### src/common/can_diag_defs.svh
// Purpose: offsets, field positions, reset values for error state and diagnostics
// Assumes: register port with byte offsets
// Notes:   definitions only
`ifndef CAN_DIAG_DEFS_SVH
`define CAN_DIAG_DEFS_SVH

// ==========================================
// register offsets
`define OFS_ERROR_STATE_COUNTS  4'h0
`define OFS_BUS_DIAG_COUNTS     4'h4
`define OFS_BUS_DIAG_FLAGS      4'h8
`define OFS_DIAG_CONTROL        4'hC

// ==========================================
// error count register fields
`define POS_BUS_OFF             21
`define POS_TX_PASSIVE          20
`define POS_RX_PASSIVE          19
`define POS_TX_WARNING          18
`define POS_RX_WARNING          17
`define POS_ANY_WARNING         16

// ==========================================
// error thresholds
`define LIM_WARNING_LOW         9'h05F
`define LIM_PASSIVE             9'h07F
`define LIM_BUS_OFF             9'h0FF

// ==========================================
// diagnostic flag positions
`define POS_LENGTH_MISMATCH     31
`define POS_ESI_SEEN            30
`define POS_BUS_OFF_EVENT       23
`define MASK_DIAG_FLAGS         16'hFBBF

// ==========================================
// reset values
`define RST_ZERO32              32'h0000_0000
`define RST_CONTROL             32'h0000_0001

`endif

### src/common/can_diag_pkg.sv
// Purpose: types for the error state and diagnostic block
// Assumes: nothing
// Notes:   error event group travels as one struct
package can_diag_pkg;

  // ==========================================
  // one error event per kind from the protocol engine
  typedef struct packed {
    logic crc;
    logic stuff;
    logic form;
    logic ack;
    logic recessive;
    logic dominant;
  } err_event_type;

  typedef enum logic [1:0] {
    st_config  = 2'b00,
    st_active  = 2'b01,
    st_bus_off = 2'b10
  } node_state_type;

endpackage : can_diag_pkg

### src/logic/can_error_state_diag.sv
// Purpose: error confinement status and bus diagnostic registers
// Assumes: protocol engine supplies counters and one-cycle error events on clk_sys
// Notes:   register port, read data one cycle after read strobe
// Functional notes
// [RULE_01] bus-off flag when transmit count above 255
// [RULE_02] bus-off reads set in configuration mode
// [RULE_03] transmit passive when count above 127
// [RULE_04] receive passive when count above 127
// [RULE_05] transmit warning for count 96 to 127
// [RULE_06] receive warning for count 96 to 127
// [RULE_07] combined warning from either warning flag
// [RULE_08] counts in bytes one and zero, read-only
// [RULE_09] data phase counters in top two bytes
// [RULE_10] nominal counters in lower two bytes
// [RULE_11] length mismatch when code exceeds payload size
// [RULE_12] flag received frames with error state indicator
// [RULE_13] data phase crc, stuff, form, bit flags
// [RULE_14] bus-off event after automatic recovery
// [RULE_15] nominal crc mismatch flag
// [RULE_16] nominal stuff violation flag
// [RULE_17] nominal form violation flag
// [RULE_18] missing acknowledge flag
// [RULE_19] recessive sent, dominant seen flag
// [RULE_20] dominant sent, recessive seen flag
// [RULE_21] sixteen bit error-free message counter
// [RULE_22] unused bits read as zero
// [RULE_23] flags sticky until software writes zero
// [RULE_24] state flags combinational from counters
//
// Strobed register access and the register addresses are this design's own decisions.
`timescale 1ns/1ns
`include "can_diag_defs.svh"
module can_error_state_diag
  import can_diag_pkg::*;
#(
  parameter int ADDR_WIDTH = 4
)(
  input  wire logic                  clk_sys,
  input  wire logic                  reset_n,
  // register port
  input  wire logic [ADDR_WIDTH-1:0] reg_addr,
  input  wire logic [31:0]           reg_wdata,
  input  wire logic                  reg_write,
  input  wire logic                  reg_read,
  output logic      [31:0]           reg_rdata,
  // protocol engine side
  input  wire logic [8:0]            transmit_error_count,
  input  wire logic [7:0]            receive_error_count,
  input  wire logic                  config_mode,
  input  wire err_event_type         nominal_err,
  input  wire err_event_type         data_phase_err,
  input  wire logic                  frame_tx_done,
  input  wire logic                  frame_rx_done,
  input  wire logic                  frame_is_tx,
  input  wire logic [3:0]            frame_dlc,
  input  wire logic [2:0]            payload_size,
  input  wire logic                  esi_received,
  input  wire logic                  bus_off_recovered,
  // status outputs
  output logic                       bus_off_flag,
  output logic                       any_warning_flag
);

  // ==========================================
  // state flags
  logic [5:0] state_flags;
  logic [8:0] rx_count_wide;

  assign rx_count_wide = {1'b0, receive_error_count};

  err_count_flags u_flags (
    .tx_count    (transmit_error_count),
    .rx_count    (rx_count_wide),
    .config_mode (config_mode),
    .state_flags (state_flags)
  );

  // status pins straight from flags
  assign bus_off_flag     = state_flags[5];   // RULE_01 RULE_02
  assign any_warning_flag = state_flags[0];   // RULE_07

  // ==========================================
  // register decode
  logic wr_counts;
  logic wr_flags;
  logic wr_ctrl;

  assign wr_counts = reg_write && (reg_addr == `OFS_BUS_DIAG_COUNTS);
  assign wr_flags  = reg_write && (reg_addr == `OFS_BUS_DIAG_FLAGS);
  assign wr_ctrl   = reg_write && (reg_addr == `OFS_DIAG_CONTROL);

  // ==========================================
  // control: bit 0 enables diagnostic counting
  logic [31:0] control_reg;

  always_ff @(posedge clk_sys) begin
    if (!reset_n) begin
      control_reg <= `RST_CONTROL;
    end else if (wr_ctrl) begin
      control_reg <= {31'h0000_0000, reg_wdata[0]};
    end
  end

  logic count_en;
  assign count_en = control_reg[0];

  // ==========================================
  // phase error counters, saturating
  function automatic logic [7:0] sat_inc(input logic [7:0] v, input logic hit);
    sat_inc = (hit && v != 8'hFF) ? v + 8'h01 : v;
  endfunction : sat_inc

  logic nom_tx_hit;
  logic nom_rx_hit;
  logic dat_tx_hit;
  logic dat_rx_hit;

  // transmit side errors are bit and nominal ack, receive side crc, stuff and form
  assign nom_tx_hit = count_en & (nominal_err.ack | nominal_err.recessive |
                                  nominal_err.dominant);
  assign nom_rx_hit = count_en & (nominal_err.crc | nominal_err.stuff | nominal_err.form);
  assign dat_tx_hit = count_en & (data_phase_err.recessive | data_phase_err.dominant);
  assign dat_rx_hit = count_en & (data_phase_err.crc | data_phase_err.stuff |
                                  data_phase_err.form);

  logic [31:0] counts_reg;

  // hardware increment applies on top of a software write
  always_ff @(posedge clk_sys) begin
    if (!reset_n) begin
      counts_reg <= `RST_ZERO32;
    end else begin
      counts_reg[31:24] <= sat_inc(wr_counts ? reg_wdata[31:24] : counts_reg[31:24],
                                   dat_tx_hit);   // RULE_09
      counts_reg[23:16] <= sat_inc(wr_counts ? reg_wdata[23:16] : counts_reg[23:16],
                                   dat_rx_hit);   // RULE_09
      counts_reg[15:8]  <= sat_inc(wr_counts ? reg_wdata[15:8] : counts_reg[15:8],
                                   nom_tx_hit);   // RULE_10
      counts_reg[7:0]   <= sat_inc(wr_counts ? reg_wdata[7:0] : counts_reg[7:0],
                                   nom_rx_hit);   // RULE_10
    end
  end

  // ==========================================
  // sticky error flags
  logic [15:0] flag_set;
  logic [15:0] flags_reg;
  logic        len_mismatch;

  // payload code to largest fitting dlc code, compared in dlc terms
  function automatic logic [3:0] size_to_dlc(input logic [2:0] ps);
    case (ps)
      3'd0:    size_to_dlc = 4'd8;
      3'd1:    size_to_dlc = 4'd9;
      3'd2:    size_to_dlc = 4'd10;
      3'd3:    size_to_dlc = 4'd11;
      3'd4:    size_to_dlc = 4'd12;
      3'd5:    size_to_dlc = 4'd13;
      3'd6:    size_to_dlc = 4'd14;
      default: size_to_dlc = 4'd15;
    endcase
  endfunction : size_to_dlc

  assign len_mismatch = (frame_tx_done | frame_rx_done) &&
                        (frame_dlc > size_to_dlc(payload_size));   // RULE_11

  always_comb begin
    flag_set     = 16'h0000;
    flag_set[15] = len_mismatch;                        // RULE_11
    flag_set[14] = esi_received;                        // RULE_12
    flag_set[13] = data_phase_err.crc;                  // RULE_13
    flag_set[12] = data_phase_err.stuff;                // RULE_13
    flag_set[11] = data_phase_err.form;                 // RULE_13
    flag_set[9]  = data_phase_err.recessive;            // RULE_13
    flag_set[8]  = data_phase_err.dominant;             // RULE_13
    flag_set[7]  = bus_off_recovered;                   // RULE_14
    flag_set[5]  = nominal_err.crc;                     // RULE_15
    flag_set[4]  = nominal_err.stuff;                   // RULE_16
    flag_set[3]  = nominal_err.form;                    // RULE_17
    flag_set[2]  = nominal_err.ack;                     // RULE_18
    flag_set[1]  = nominal_err.recessive;               // RULE_19
    flag_set[0]  = nominal_err.dominant;                // RULE_20
  end

  // set beats clear; writing zero clears, one keeps
  always_ff @(posedge clk_sys) begin
    if (!reset_n) begin
      flags_reg <= 16'h0000;
    end else begin
      flags_reg <= (wr_flags ? (flags_reg & reg_wdata[31:16]) : flags_reg)
                   | flag_set;                                       // RULE_23
    end
  end

  // ==========================================
  // error-free message counter
  logic [15:0] clean_message_count;
  logic        frame_clean;

  assign frame_clean = (frame_tx_done | frame_rx_done) &&
                       !(|nominal_err) && !(|data_phase_err);

  always_ff @(posedge clk_sys) begin
    if (!reset_n) begin
      clean_message_count <= 16'h0000;
    end else if (frame_clean && count_en) begin
      clean_message_count <= clean_message_count + 16'h0001;   // RULE_21
    end else if (wr_flags) begin
      clean_message_count <= reg_wdata[15:0];
    end
  end

  // ==========================================
  // read data, one cycle after strobe
  logic [31:0] rdata_next;

  always_comb begin
    case (reg_addr)
      `OFS_ERROR_STATE_COUNTS:
        rdata_next = {10'h000, state_flags,                          // RULE_22
                      transmit_error_count[7:0], receive_error_count};   // RULE_08
      `OFS_BUS_DIAG_COUNTS: rdata_next = counts_reg;                 // RULE_09 RULE_10
      `OFS_BUS_DIAG_FLAGS:
        rdata_next = {flags_reg & `MASK_DIAG_FLAGS, clean_message_count};   // RULE_22
      `OFS_DIAG_CONTROL:    rdata_next = control_reg;
      default:              rdata_next = `RST_ZERO32;
    endcase
  end

  always_ff @(posedge clk_sys) begin
    if (!reset_n) begin
      reg_rdata <= `RST_ZERO32;
    end else if (reg_read) begin
      reg_rdata <= rdata_next;
    end else begin
      reg_rdata <= `RST_ZERO32;
    end
  end

endmodule : can_error_state_diag

### src/logic/err_count_flags.sv
// Purpose: derive confinement state flags from error counters
// Assumes: counters are nine bits so bus-off is above 255
// Notes:   purely combinational
`timescale 1ns/1ns
`include "can_diag_defs.svh"
module err_count_flags
  import can_diag_pkg::*;
(
  input  wire logic [8:0] tx_count,
  input  wire logic [8:0] rx_count,
  input  wire logic       config_mode,
  output logic      [5:0] state_flags
);

  // ==========================================
  // warning band test shared by both counters
  function automatic logic in_warning(input logic [8:0] cnt);
    in_warning = (cnt > `LIM_WARNING_LOW) && (cnt <= `LIM_PASSIVE);
  endfunction : in_warning

  // flags follow counters with no delay
  always_comb begin                                                   // RULE_24
    state_flags[5] = (tx_count > `LIM_BUS_OFF) | config_mode;         // RULE_01 RULE_02
    state_flags[4] = tx_count > `LIM_PASSIVE;                         // RULE_03
    state_flags[3] = rx_count > `LIM_PASSIVE;                         // RULE_04
    state_flags[2] = in_warning(tx_count);                            // RULE_05
    state_flags[1] = in_warning(rx_count);                            // RULE_06
    state_flags[0] = in_warning(tx_count) | in_warning(rx_count);     // RULE_07
  end

endmodule : err_count_flags

### config.mk
export PLATFORM = sky130hd
export DESIGN_NAME = can_error_state_diag
export DESIGN_NICKNAME = d
export VERILOG_FILES = /design/src/common/can_diag_pkg.sv /design/src/logic/can_error_state_diag.sv /design/src/logic/err_count_flags.sv
export VERILOG_INCLUDE_DIRS = /design/src /design/src/common
export SDC_FILE = /design/constraint.sdc
export NUM_CORES = 1
export LEC_CHECK = 0
export BUFFER_PORTS_ARGS = -buffer_cell sky130_fd_sc_hd__buf_2
export CAP_MARGIN = 20
export CORE_MARGIN = 5
export CORE_UTILIZATION = 30
export CTS_CLUSTER_DIAMETER = 100
export CTS_CLUSTER_SIZE = 20
export DETAILED_ROUTE_END_ITERATION = 10
export GPL_TIMING_DRIVEN = 0
export PLACE_DENSITY = 0.46
export SLEW_MARGIN = 15
export SYNTH_ARGS = -nofsm -noshare
export SYNTH_HDL_FRONTEND = slang
export SYNTH_HIERARCHICAL = 1
export SYNTH_SLANG_ARGS = --single-unit
### constraint.sdc
create_clock -name clk_sys -period 5.2 [get_ports clk_sys]
set_input_delay 1.56 -clock clk_sys [delete_from_list [all_inputs] [get_ports clk_sys]]
set_output_delay 1.56 -clock clk_sys [all_outputs]
set_load 0.02 [all_outputs]
# After elaboration in Yosys (flattened, before gate mapping)

Index checks and enable logic that the tools add are counted.

Add/sub/neg operators: 5
Order comparisons: 8
Equal/unequal tests: 13
Mux-type cells: 13
Bitwise gates (word level): 16
Reduce and logical (&&, ||, !) cells: 21

Operators with widths:

| kind                                                 | number |
|---|---|
| case mux 32 bit (4 select lines)                     | 1 |
| 2-to-1 mux 8 bit                                     | 8 |
| 2-to-1 mux 16 bit                                    | 3 |
| adder 8 x 1 -> 8 bit (second input constant)         | 4 |
| != test 8 bit (second input constant)                | 4 |
| case mux 3 bit (7 select lines)                      | 1 |
| > comparator 9 x 7 -> 1 bit (second input constant)  | 2 |
| adder 16 x 1 -> 16 bit (second input constant)       | 1 |
| AND 16 bit                                           | 1 |
| > comparator 8 x 7 -> 1 bit (second input constant)  | 2 |
| bitwise OR 16 bit                                    | 1 |
| logical AND 1 bit                                    | 13 |
| OR reduction 6 bit                                   | 2 |
| bitwise OR 1 bit                                     | 10 |
| equality test 3 bit (second input constant)          | 3 |
| > comparator 9 x 8 -> 1 bit (second input constant)  | 1 |
| <= comparator 9 x 7 -> 1 bit (second input constant) | 1 |
| equality test 4 bit (second input constant)          | 2 |
| <= comparator 8 x 7 -> 1 bit (second input constant) | 1 |
| equality test 3 x 2 -> 1 bit (second input constant) | 2 |
| AND 1 bit                                            | 4 |
| equality test 4 x 3 -> 1 bit (second input constant) | 1 |
| > comparator 4 bit                                   | 1 |
| logical NOT 4 bit                                    | 1 |
| other kinds (5)                                      | 6 |

Register bits after elaboration: 97
Input port bits: 82
Output and inout port bits: 34
Logic and storage cells: 81

# Longest topological paths before layout

Gate-level depths: netlist (run 1).

Depth in word-level cells: 6
Gate-level depth with buffers: 14
Depth with buffers taken out: 9

# Hierarchy

Netlist (run 1), hierarchy kept.

Modules (own cells, without submodules):

| module               | times used | cells each | area each (µm²) | sequential area each (µm²) |
|---|---|---|---|---|
| can_error_state_diag | 1          | 675        | 5,461.5         | 1,901.8 |
| err_count_flags      | 1          | 7          | 60.1            | 0.0 |

# Worst setup path before layout (run 1)

No wires, ideal clock.

Path kind: input to register
From: in reg_addr[3]
To: reg counts_reg[4]
Library setup time: 0.115 ns
Data arrival time: 4.355 ns
Required time: 5.085 ns
Setup slack: 0.730 ns
Stages on the path: 11
Buffers on the path: 2
Cell sequence: buf_6 > nor4b_4 > nand2_1 > clkbuf_1 > mux2_2 > ha_1 > and3_1 > and4_1 > a311oi_4 > a21oi_1 > o21a_1

Cells in the longest elaborated chain, start to end: 6
Elaborated cells on any way between the ends: 7
Classes of those cells: add/sub: 1; eq/ne: 2; mux: 2; reduce/logical: 2

Ends and longest elaborated chain:

| what                                                         | RTL line                    | RTL |
|---|---|---|
| from (decl)                                                  | can_error_state_diag.sv:41  | `input wire logic [ADDR_WIDTH-1:0] reg_addr,` |
| equality test 4 x 3 -> 1 bit (*)                             | n/a                         |  |
| logical AND 1 bit (*)                                        | can_error_state_diag.sv:88  | `` assign wr_counts = reg_write && (reg_addr == `OFS_BUS_DIAG_COUNTS); `` |
| 2-to-1 mux 8 bit (*)                                         | can_error_state_diag.sv:139 | `counts_reg[7:0] <= sat_inc(wr_counts ? reg_wdata[7:0] : counts_reg[7:0],` |
| branches (longest 2 deep; another with adder 8 x 1 -> 8 bit) | n/a                         |  |
| 2-to-1 mux 8 bit (*)                                         | can_error_state_diag.sv:110 | `sat_inc = (hit && v != 8'hFF) ? v + 8'h01 : v;` |
| to (signal assigned)                                         | can_error_state_diag.sv:131 | `` counts_reg <= `RST_ZERO32; `` |
| to (signal assigned)                                         | can_error_state_diag.sv:139 |  |
| to (decl)                                                    | can_error_state_diag.sv:126 | `logic [31:0] counts_reg;` |

Mark *: on every way between the ends.
A chain may end at the register's enable or synchronous reset.

# Worst setup path in the final report (run 1)

From: in reg_write
To: reg counts_reg[4]

Cells in the longest elaborated chain, start to end: 5
Elaborated cells on any way between the ends: 6
Classes of those cells: add/sub: 1; eq/ne: 1; mux: 2; reduce/logical: 2

Ends and longest elaborated chain:

| what                                                         | RTL line                    | RTL |
|---|---|---|
| from (decl)                                                  | can_error_state_diag.sv:43  | `input wire logic reg_write,` |
| logical AND 1 bit (*)                                        | can_error_state_diag.sv:88  |  |
| 2-to-1 mux 8 bit (*)                                         | can_error_state_diag.sv:139 |  |
| branches (longest 2 deep; another with adder 8 x 1 -> 8 bit) | n/a                         |  |
| 2-to-1 mux 8 bit (*)                                         | can_error_state_diag.sv:110 |  |

Marked as above.

==> flow_summary.toml, run 1 <==
[status]
status = "finished clean"

[synth]
synth-simple-area-share_pct = 26.5
synth_top_family_by_area = "simple AND/OR/NAND/NOR gates"
synthAdderAreaFrac_pct = 1.81
synthArstFlopShare_pct = 0
synth_edf_count = 0
synthMuxAreaShare_pct = 10.6
synth_largest_area_cell = "dfxtp_1"
synth.distinct_cells = 71
synth_compound_area_share_pct = 21.0
ys_ff_latch = 95
synth_xor_xnor_area_share_pct = 1.27
yosys-top-cells-count = "dfxtp_1 (95), nor2_1 (91), a21oi_1 (64)"
yosys_warnings = 6
synth_top_area_share_pct = 34.4
syn_area_per_cell_um2 = 8.10
synthFlopType = "dfxtp_1"
syn_area_um2 = 5520
synth_cells = 682
yosys-top-cells-area = "dfxtp_1 (34%), mux2i_1 (8.0%), nor2_1 (6.2%), a21oi_1 (5.8%), o21ai_0 (3.1%)"
yosysSeqAreaShare_pct = 34.4
yosysMostFrequentCell = "dfxtp_1"

[routing]
viasPerCell = 5.64
ant_nets = 0
routed_wl_um = 21700
wl_per_cell_um = 20.9
drt_iter0_markers = 612
firstDrtPassIters = 5
drc = 0
vias = 5857

[placed_design]
dpl_worst_slack_ns = -0.396
dp_hpwl_um = 16300
place_congestion = 0.887
place_inst = 1022
port_buffers = 110

[clock_network]
cts.root.buffer_cell = "clkbuf_16"
cts_setup_buffers = 1
clkLatencyLatePin_ns = 0.36
cts.clk_slew.worst_paths_ns = 0.08
cts.path.max_buffers = 2
clkSinkCount = 95
cts_buffers = 9
cts_tree = "built"
htreeDepth = 3
cts_resized = 0
cts_hold_buf = 0

[finish]
final_cells = 1039
multi_input_area_um2 = 3390
nets = 895
register_area_um2 = 1900
areaGrowthSynthToFinish_pct = 21.1
fin_util_pct = 37.1
diodes = 0
nFillCells = 1929
drive_gt1_share_pct = 20.7

[timing]
hold_violations = 0
skew_ns = 0.0106
setup_slack_ns = 0.225
slew_violations = 0
period_needed_ns = 4.98
rsz0062_at_grt = "no"
hold-worst-slack_ns = 0.483
fmax_mhz = 201
finalCritPeriodShare_pct = 95.7
slew_headroom_pct = 36.9
worst_slew_pin_slew_ns = 0.934
finalSetupViolCount = 0

[hold_path]
hold_path_class = "flop to flop"

[floorplanning]
dieArea_um2 = 21200
die_w_um = 146
die_h_um = 146
rows = 49
pin_count = 116
design.core.area_um2 = 18000
start_util_pct = 30.6

[worst_setup_path]
worstSetupEndpointType = "flop"
slowest_delay_ns = 0.53
crit_type = "primary input to flop"
crit_path_frequent_cell = "clkbuf_1"
cp_max_fo = 10
crit_arrival_ns = 5.23
worst-path-buf-inv = 3
crit_required_ns = 5.46
cp_cell_sequence = "buf_2, clkbuf_1, nand2_1, clkbuf_1, mux2_2, ha_1, and3_1, and4_1, a311oi_4, a21oi_1, o21a_1"
worst_path_dominant_cell_family = "buffers and inverters"
slowest_stage = "a311oi_4"
start_kind = "primary input"

[power_and_ir_drop]
total_leakage_power_uw = 0.00265
p_total_uw = 1730
power_density_nw_per_um2 = 259
ir_worst_vdd_v = 0.000143

[global_route]
antenna_found_initial = 0
grt_usage_pct = 19.8
grt_start_max_net_pins = 18
grt_pass1_vias = 5775
overflow = 0
grt_pass1_wl_um = 33300

[flow_run]
cap_violations = 0
## worst register-to-register path: stages (launching register included)
cell and delay (ns):
dfxtp_1 0.31, clkbuf_1 0.34, nand2b_1 0.12, or4_1 0.53
clkbuf_1 0.30, o21ai_0 0.63, o21ai_0 0.17, a311oi_1 0.21
## cell usage in the layout (no fill, tap or decap), types with 5 or more instances in the layout
cell type	n
nor4_1	10
o21a_1	10
a21o_1	7
and4_1	5
nand2_1	40
and2_1	5
a311oi_1	5
dfxtp_1	95
a211oi_1	7
and3_1	20
clkbuf_1	29
or3_1	6
buf_2	115
ha_1	8
a21oi_1	64
mux2_2	11
nor3_1	28
a22oi_1	8
clkbuf_16	9
nor2_1	91
nand3_1	27
a31oi_1	7
nand4_1	25
o21ai_0	34
mux2i_1	44
xnor2_1	5
inv_1	16
## layer usage
layer	up-vias	GRT usage, %	routed length [um]
met2	251	32.0	10200
met4	0	7.42	533
met5	-	0	0
met3	32	3.43	1560
met1	2793	26.3	9430
li1	2781	-	-
## logic make-up after synthesis
kind of cell             count (synthesis)
multiplexers                            56
adder cells (fa/ha/maj)                  8
AND/OR/NAND/NOR                        283
AO/OA/AOI/OAI                          175
other                                    1
flip-flops                              95
XOR/XNOR                                 8
buffers and inverters                   56
## path summary, 6_finish.rpt
kind	from	endpoint	slack [ns]	depth (start not counted)
worst min register to register	flags_reg[15]	flags_reg[15]	0.48	2
worst max-delay path	reg_write	counts_reg[4]	0.22	11
worst min-delay path	flags_reg[15]	flags_reg[15]	0.48	2
worst max register to register	control_reg[0]	clean_message_count[14]	2.50	7
## final cells by class
type / count / share of cell area, %
inverters: 17 / 0.955
flip-flops and latches: 95 / 28.5
clock buffers: 9 / 3.37
clock inverters: 7 / 1.20
repair buffers: 111 / 8.35
well taps: 229 / 4.29
plain buffers: 39 / 2.62
multi-input cells: 532 / 50.8
## per-stage QoR
step           cell area [um^2]  TNS, ns
2_1_floorplan              5530        0
3_3_place_gp               6360    -1.86
3_5_place_dp               6370    -2.58
4_1_cts                    6680        0
5_1_grt                    6680        0
6_report                   6680        0
## power by group
| group | leakage (uW) | switching [uW] | internal (uW) | total, uW |
|---|---|---|---|---|
| combinational | 0.00174 | 148 | 94.4 | 242 |
| clock | 0.000136 | 328 | 378 | 706 |
| sequential | 0.000773 | 26.2 | 753 | 779 |
Note: power is estimated with default switching activity, not from simulation.
==> run 2, diff against run 1 <==
--- a/config.mk
+++ b/config.mk
@@ -6,6 +6,7 @@
 export SDC_FILE = /design/constraint.sdc
 export NUM_CORES = 1
 export LEC_CHECK = 0
+export ABC_CLOCK_PERIOD_IN_PS = 4800
 export BUFFER_PORTS_ARGS = -buffer_cell sky130_fd_sc_hd__buf_2
 export CAP_MARGIN = 20
 export CORE_MARGIN = 5
@@ -13,6 +14,7 @@
 export CTS_CLUSTER_DIAMETER = 100
 export CTS_CLUSTER_SIZE = 20
 export DETAILED_ROUTE_END_ITERATION = 10
+export GPL_ROUTABILITY_DRIVEN = 0
 export GPL_TIMING_DRIVEN = 0
 export PLACE_DENSITY = 0.46
 export SLEW_MARGIN = 15
==> constraint.sdc (replaced) <==
create_clock -name clk_sys -period 4.8 [get_ports clk_sys]
set_input_delay 1.44 -clock clk_sys [delete_from_list [all_inputs] [get_ports clk_sys]]
set_output_delay 1.44 -clock clk_sys [all_outputs]
set_load 0.02 [all_outputs]
==> flow_summary.toml, run 2 (synthesized netlist as in run 1, its figures left out) <==
[finish]
nFillCells = 1942
fin_util_pct = 37.2
fin_area_um2 = 6700
mostFrequentLayoutCells = "buf_2 (115), dfxtp_1 (95), nor2_1 (91), a21oi_1 (64), mux2i_1 (44)"
diodes = 0
areaGrowthSynthToFinish_pct = 21.3
drive_gt1_share_pct = 21.1
nets = 895
mostFrequentLayoutCell = "buf_2"

[power_and_ir_drop]
power_density_nw_per_um2 = 279
clock_power_share_pct = 40.7
p_seq_share_pct = 45.3
swShare_pct = 27.6
p_int_uw = 1350
total_leakage_power_uw = 0.00267
p_total_uw = 1870
pwr-share-comb_pct = 14.1
ir_worst_vdd_v = 0.000140
p_sw_uw = 515

[timing]
slew_violations = 0
period_needed_ns = 4.65
hold-worst-slack_ns = 0.481
rsz0062_at_grt = "no"
skew_ns = 0.0101
slew_headroom_pct = 39.2
finalSetupViolCount = 0
finalCritPeriodShare_pct = 96.9
fmax_mhz = 215
hold_violations = 0
worst_slew_pin_slew_ns = 0.904

[routing]
viasPerCell = 5.67
vias = 5887
ant_nets = 0
drt_iter0_markers = 667
routed_wl_um = 21700
wl_per_cell_um = 20.9
drc = 0
firstDrtPassIters = 6

[hold_path]
hold_path_class = "flop to flop"
holdPathEnd = "flags_reg[7]"
hp-start = "flags_reg[7]"
hold_depth = 2

[clock_network]
htreeDepth = 3
cts.clk_slew.worst_paths_ns = 0.07
cts_buffers = 9
cts_hold_buf = 0
cts.root.buffer_cell = "clkbuf_16"
cts.path.max_buffers = 2
cts_tree = "built"
clkLatencyLatePin_ns = 0.36
clkSinkCount = 95

[worst_setup_path]
crit_type = "primary input to flop"
crit_arrival_ns = 4.90
reg2reg_depth = 7
r2r-start = "control_reg[0]"
cp_max_fo = 10
rrSetupSlack_ns = 2.09
start_kind = "primary input"
crit_required_ns = 5.05
rr_endpoint = "clean_message_count[14]"
worstSetupEndpointType = "flop"
cp-startpoint = "reg_addr[2]"

[global_route]
overflow = 0
grt_pass1_vias = 5832
grt_usage_pct = 19.6
antenna_found_initial = 0
grt_pass1_wl_um = 33100
grt_start_max_net_pins = 16

[floorplanning]
dieArea_um2 = 21200
rows = 49
die_w_um = 146
pin_count = 116
start_util_pct = 30.6
design.core.area_um2 = 18000
die_h_um = 146

[placed_design]
dp_hpwl_um = 16300
placed_area_um2 = 6370
port_buffers = 110

[flow_run]
cap_violations = 0

[status]
status = "finished clean"
[run 2: changes by cell type in the layout (fill, tap and decap cells not counted), sizes merged]
cell | before | now
clkbuf | 38 | 40
clkinvlp | 4 | 1
inv | 18 | 16
clkinv | 1 | 4
[run 2: cell type report]
cell class,count,area [um^2],area share [%]
Tap cell,229,287,4.28
Sequential cell,95,1900,28.4
Clock buffer,11,253,3.77
Inverter,17,63.8,0.953
Multi-Input combinational cell,532,3400,50.8
Clock inverter,5,56.3,0.841
Buffer,39,176,2.63
Timing Repair Buffer,111,558,8.33
[run 2: repair_timing]
action                     in CTS  in global routing
gates resized for setup         1                  3
setup endpoints to repair       7                 13
buffers inserted                1                  0
[run 2: power by group through the flow]
stage | clock, uW | sequential, uW | combinational, uW
after floorplan | 0 | 853 | 149
after global placement | 0 | 862 | 254
after detailed placement | 0 | 863 | 259
after CTS | 778 | 844 | 260
after global routing | 807 | 848 | 286
final | 759 | 845 | 262
[run 2: worst max path at each step]
stage / depth (start not counted) / slack (ns) / to
2_1_floorplan: 11 / 0.45 / counts_reg[4]
3_3_place_gp: 11 / -0.61 / counts_reg[4]
3_5_place_dp: 11 / -0.67 / counts_reg[4]
4_1_cts: 11 / 0.05 / counts_reg[4]
5_1_grt: 14 / 0.01 / counts_reg[17]
6_report: 13 / 0.15 / counts_reg[19]
[run 2: through the flow]
stage | cells | setup TNS [ns] | setup WS [ns]
final | 1039 | 0 | 0.146
after global routing | 1039 | 0 | 0.0145
after floorplan | 683 | 0 | 0.450
after detailed placement | 1022 | -7.49 | -0.672
after global placement | 1022 | -5.95 | -0.609
after CTS | 1039 | 0 | 0.0463
[run 2: worst max-delay path, stage by stage]
cell	delay, ns
buf_2	0.25
or4b_1	0.46
buf_2	0.19
nor2_2	0.21
buf_4	0.26
buf_4	0.28
mux2_2	0.38
ha_1	0.29
nand4_1	0.16
nor4_2	0.08
a2111oi_0	0.58
xnor2_1	0.14
and2_1	0.17
[run 2: layer usage]
layer / track usage [%] / wire, um / vias to the layer above
met5: 0 / 0 / -
met4: 7.09 / 602 / 0
met3: 3.67 / 1560 / 44
met2: 32.3 / 10200 / 249
met1: 25.7 / 9370 / 2820
li1: - / - / 2774
==> run 3, diff against run 2 <==
--- a/config.mk
+++ b/config.mk
@@ -15,7 +15,7 @@
 export CTS_CLUSTER_SIZE = 20
 export DETAILED_ROUTE_END_ITERATION = 10
 export GPL_ROUTABILITY_DRIVEN = 0
-export GPL_TIMING_DRIVEN = 0
+export GPL_TIMING_DRIVEN = 1
 export PLACE_DENSITY = 0.46
 export SLEW_MARGIN = 15
 export SYNTH_ARGS = -nofsm -noshare
==> flow_summary.toml, run 3 (synthesized netlist as in run 1, its figures left out) <==
[status]
status = "finished clean"

[worst_setup_path]
slowest_delay_ns = 0.53
slowest_stage = "a311oi_4"
crit_arrival_ns = 4.36
start_kind = "primary input"
cp_cell_sequence = "buf_2, buf_4, nor4b_4, nand2_1, mux2_2, ha_1, and3_1, and4_1, a311oi_4, a21oi_1, o21a_1"
crit_required_ns = 5.05
worstSetupEndpointType = "flop"
crit_type = "primary input to flop"
cp_max_fo = 26

[clock_network]
cts.root.buffer_cell = "clkbuf_16"
cts_tree = "built"
cts_buffers = 9
cts_hold_buf = 0
clkSinkCount = 95
cts.path.max_buffers = 2
cts_setup_buffers = 0
clkLatencyLatePin_ns = 0.36
htreeDepth = 3
cts.clk_slew.worst_paths_ns = 0.07
cts_resized = 0

[finish]
mostFrequentLayoutCells = "buf_2 (114), dfxtp_1 (95), nor2_1 (91), a21oi_1 (64), mux2i_1 (44)"
areaGrowthSynthToFinish_pct = 20.1
fin_area_um2 = 6630
mostFrequentLayoutCell = "buf_2"
register_area_um2 = 1900
multi_input_area_um2 = 3390
drive_gt1_share_pct = 22.5
fin_util_pct = 36.8
nFillCells = 1928
nets = 875

[routing]
routed_wl_um = 19700
ant_nets = 0
viasPerCell = 5.57
drc = 0
firstDrtPassIters = 4
wl_per_cell_um = 19.3
vias = 5682
drt_iter0_markers = 392

[floorplanning]
design.core.area_um2 = 18000
die_w_um = 146
dieArea_um2 = 21200
rows = 49
start_util_pct = 30.6
pin_count = 116
die_h_um = 146

[timing]
hold_violations = 0
finalCritPeriodShare_pct = 85.6
skew_ns = 0.00983
period_needed_ns = 4.11
finalSetupViolCount = 0
worst_slew_pin_slew_ns = 0.964
rsz0062_at_grt = "no"
slew_violations = 0
fin_setup_tns_ns = 0
slew_headroom_pct = 34.9
fmax_mhz = 243

[placed_design]
dp_hpwl_um = 14400
placed_area_um2 = 6340
port_buffers = 114

[global_route]
grt_start_max_net_pins = 41
antenna_found_initial = 4
grt_pass1_wl_um = 31100
overflow = 0
grt_usage_pct = 18.1
grt_pass1_vias = 5662

[hold_path]
hold_path_class = "flop to flop"

[power_and_ir_drop]
ir_worst_vdd_v = 0.000168
total_leakage_power_uw = 0.00265
power_density_nw_per_um2 = 271

[flow_run]
cap_violations = 0
run 3: changes by cell type in the layout (fill, tap and decap cells not counted), sizes merged:
cell	delta
clkinv	-1
diode	+2
clkbuf	-31
inv	+2
clkinvlp	+2
bufinv	-1
buf	+9
run 3: cell type report:
class | instances | area share [%]
Timing Repair Buffer | 130 | 10.6
Inverter | 17 | 0.962
Clock buffer | 9 | 3.40
Clock inverter | 7 | 0.849
Sequential cell | 95 | 28.7
Multi-Input combinational cell | 532 | 51.1
Antenna cell | 2 | 0.0755
Tap cell | 229 | 4.32
run 3: path summary, 6_finish.rpt:
kind / start / to / slack, ns / cells past startpoint
hold reg to reg: flags_reg[8] / flags_reg[8] / 0.48 / 2
setup / recovery: reg_addr[3] / counts_reg[4] / 0.69 / 11
hold / removal: flags_reg[8] / flags_reg[8] / 0.48 / 2
setup reg to reg: control_reg[0] / clean_message_count[14] / 2.18 / 5
run 3: power breakdown:
group / switching [uW] / internal [uW]
sequential: 26.5 / 816
clock: 346 / 357
combinational: 151 / 103
run 3: stage by stage:
| stage | power, uW | cells | worst slack (ns) | hold WS (ns) |
|---|---|---|---|---|
| final | 1800 | 1021 | 0.692 | 0.476 |
| after global routing | 1880 | 1021 | 0.445 | 0.505 |
| after CTS | 1830 | 1019 | 0.708 | 0.476 |
| after detailed placement | 1110 | 1003 | 0.333 | 0.466 |
| after global placement | 1110 | 1003 | 0.377 | 0.459 |
| after floorplan | 1000 | 683 | 0.450 | 0.453 |
run 3: critical path: cells and delay by family:
family                     cells  cell delay, ns
and+or+nand+nor                4            1.01
adders and majority gates      1            0.31
muxes                          1            0.35
buffers and inverters          2            0.38
AOI/OAI and AO/OA              3            0.86
run 3: layer usage:
metal	share of wire [%]	vias up	GRT usage [%]	routed length, um
li1	-	2742	-	-
met1	44	2708	23.4	8720
met2	47	195	29.4	9290
met3	6.2	33	3.89	1220
met4	2.4	4	7.00	471
met5	0.071	-	0	14
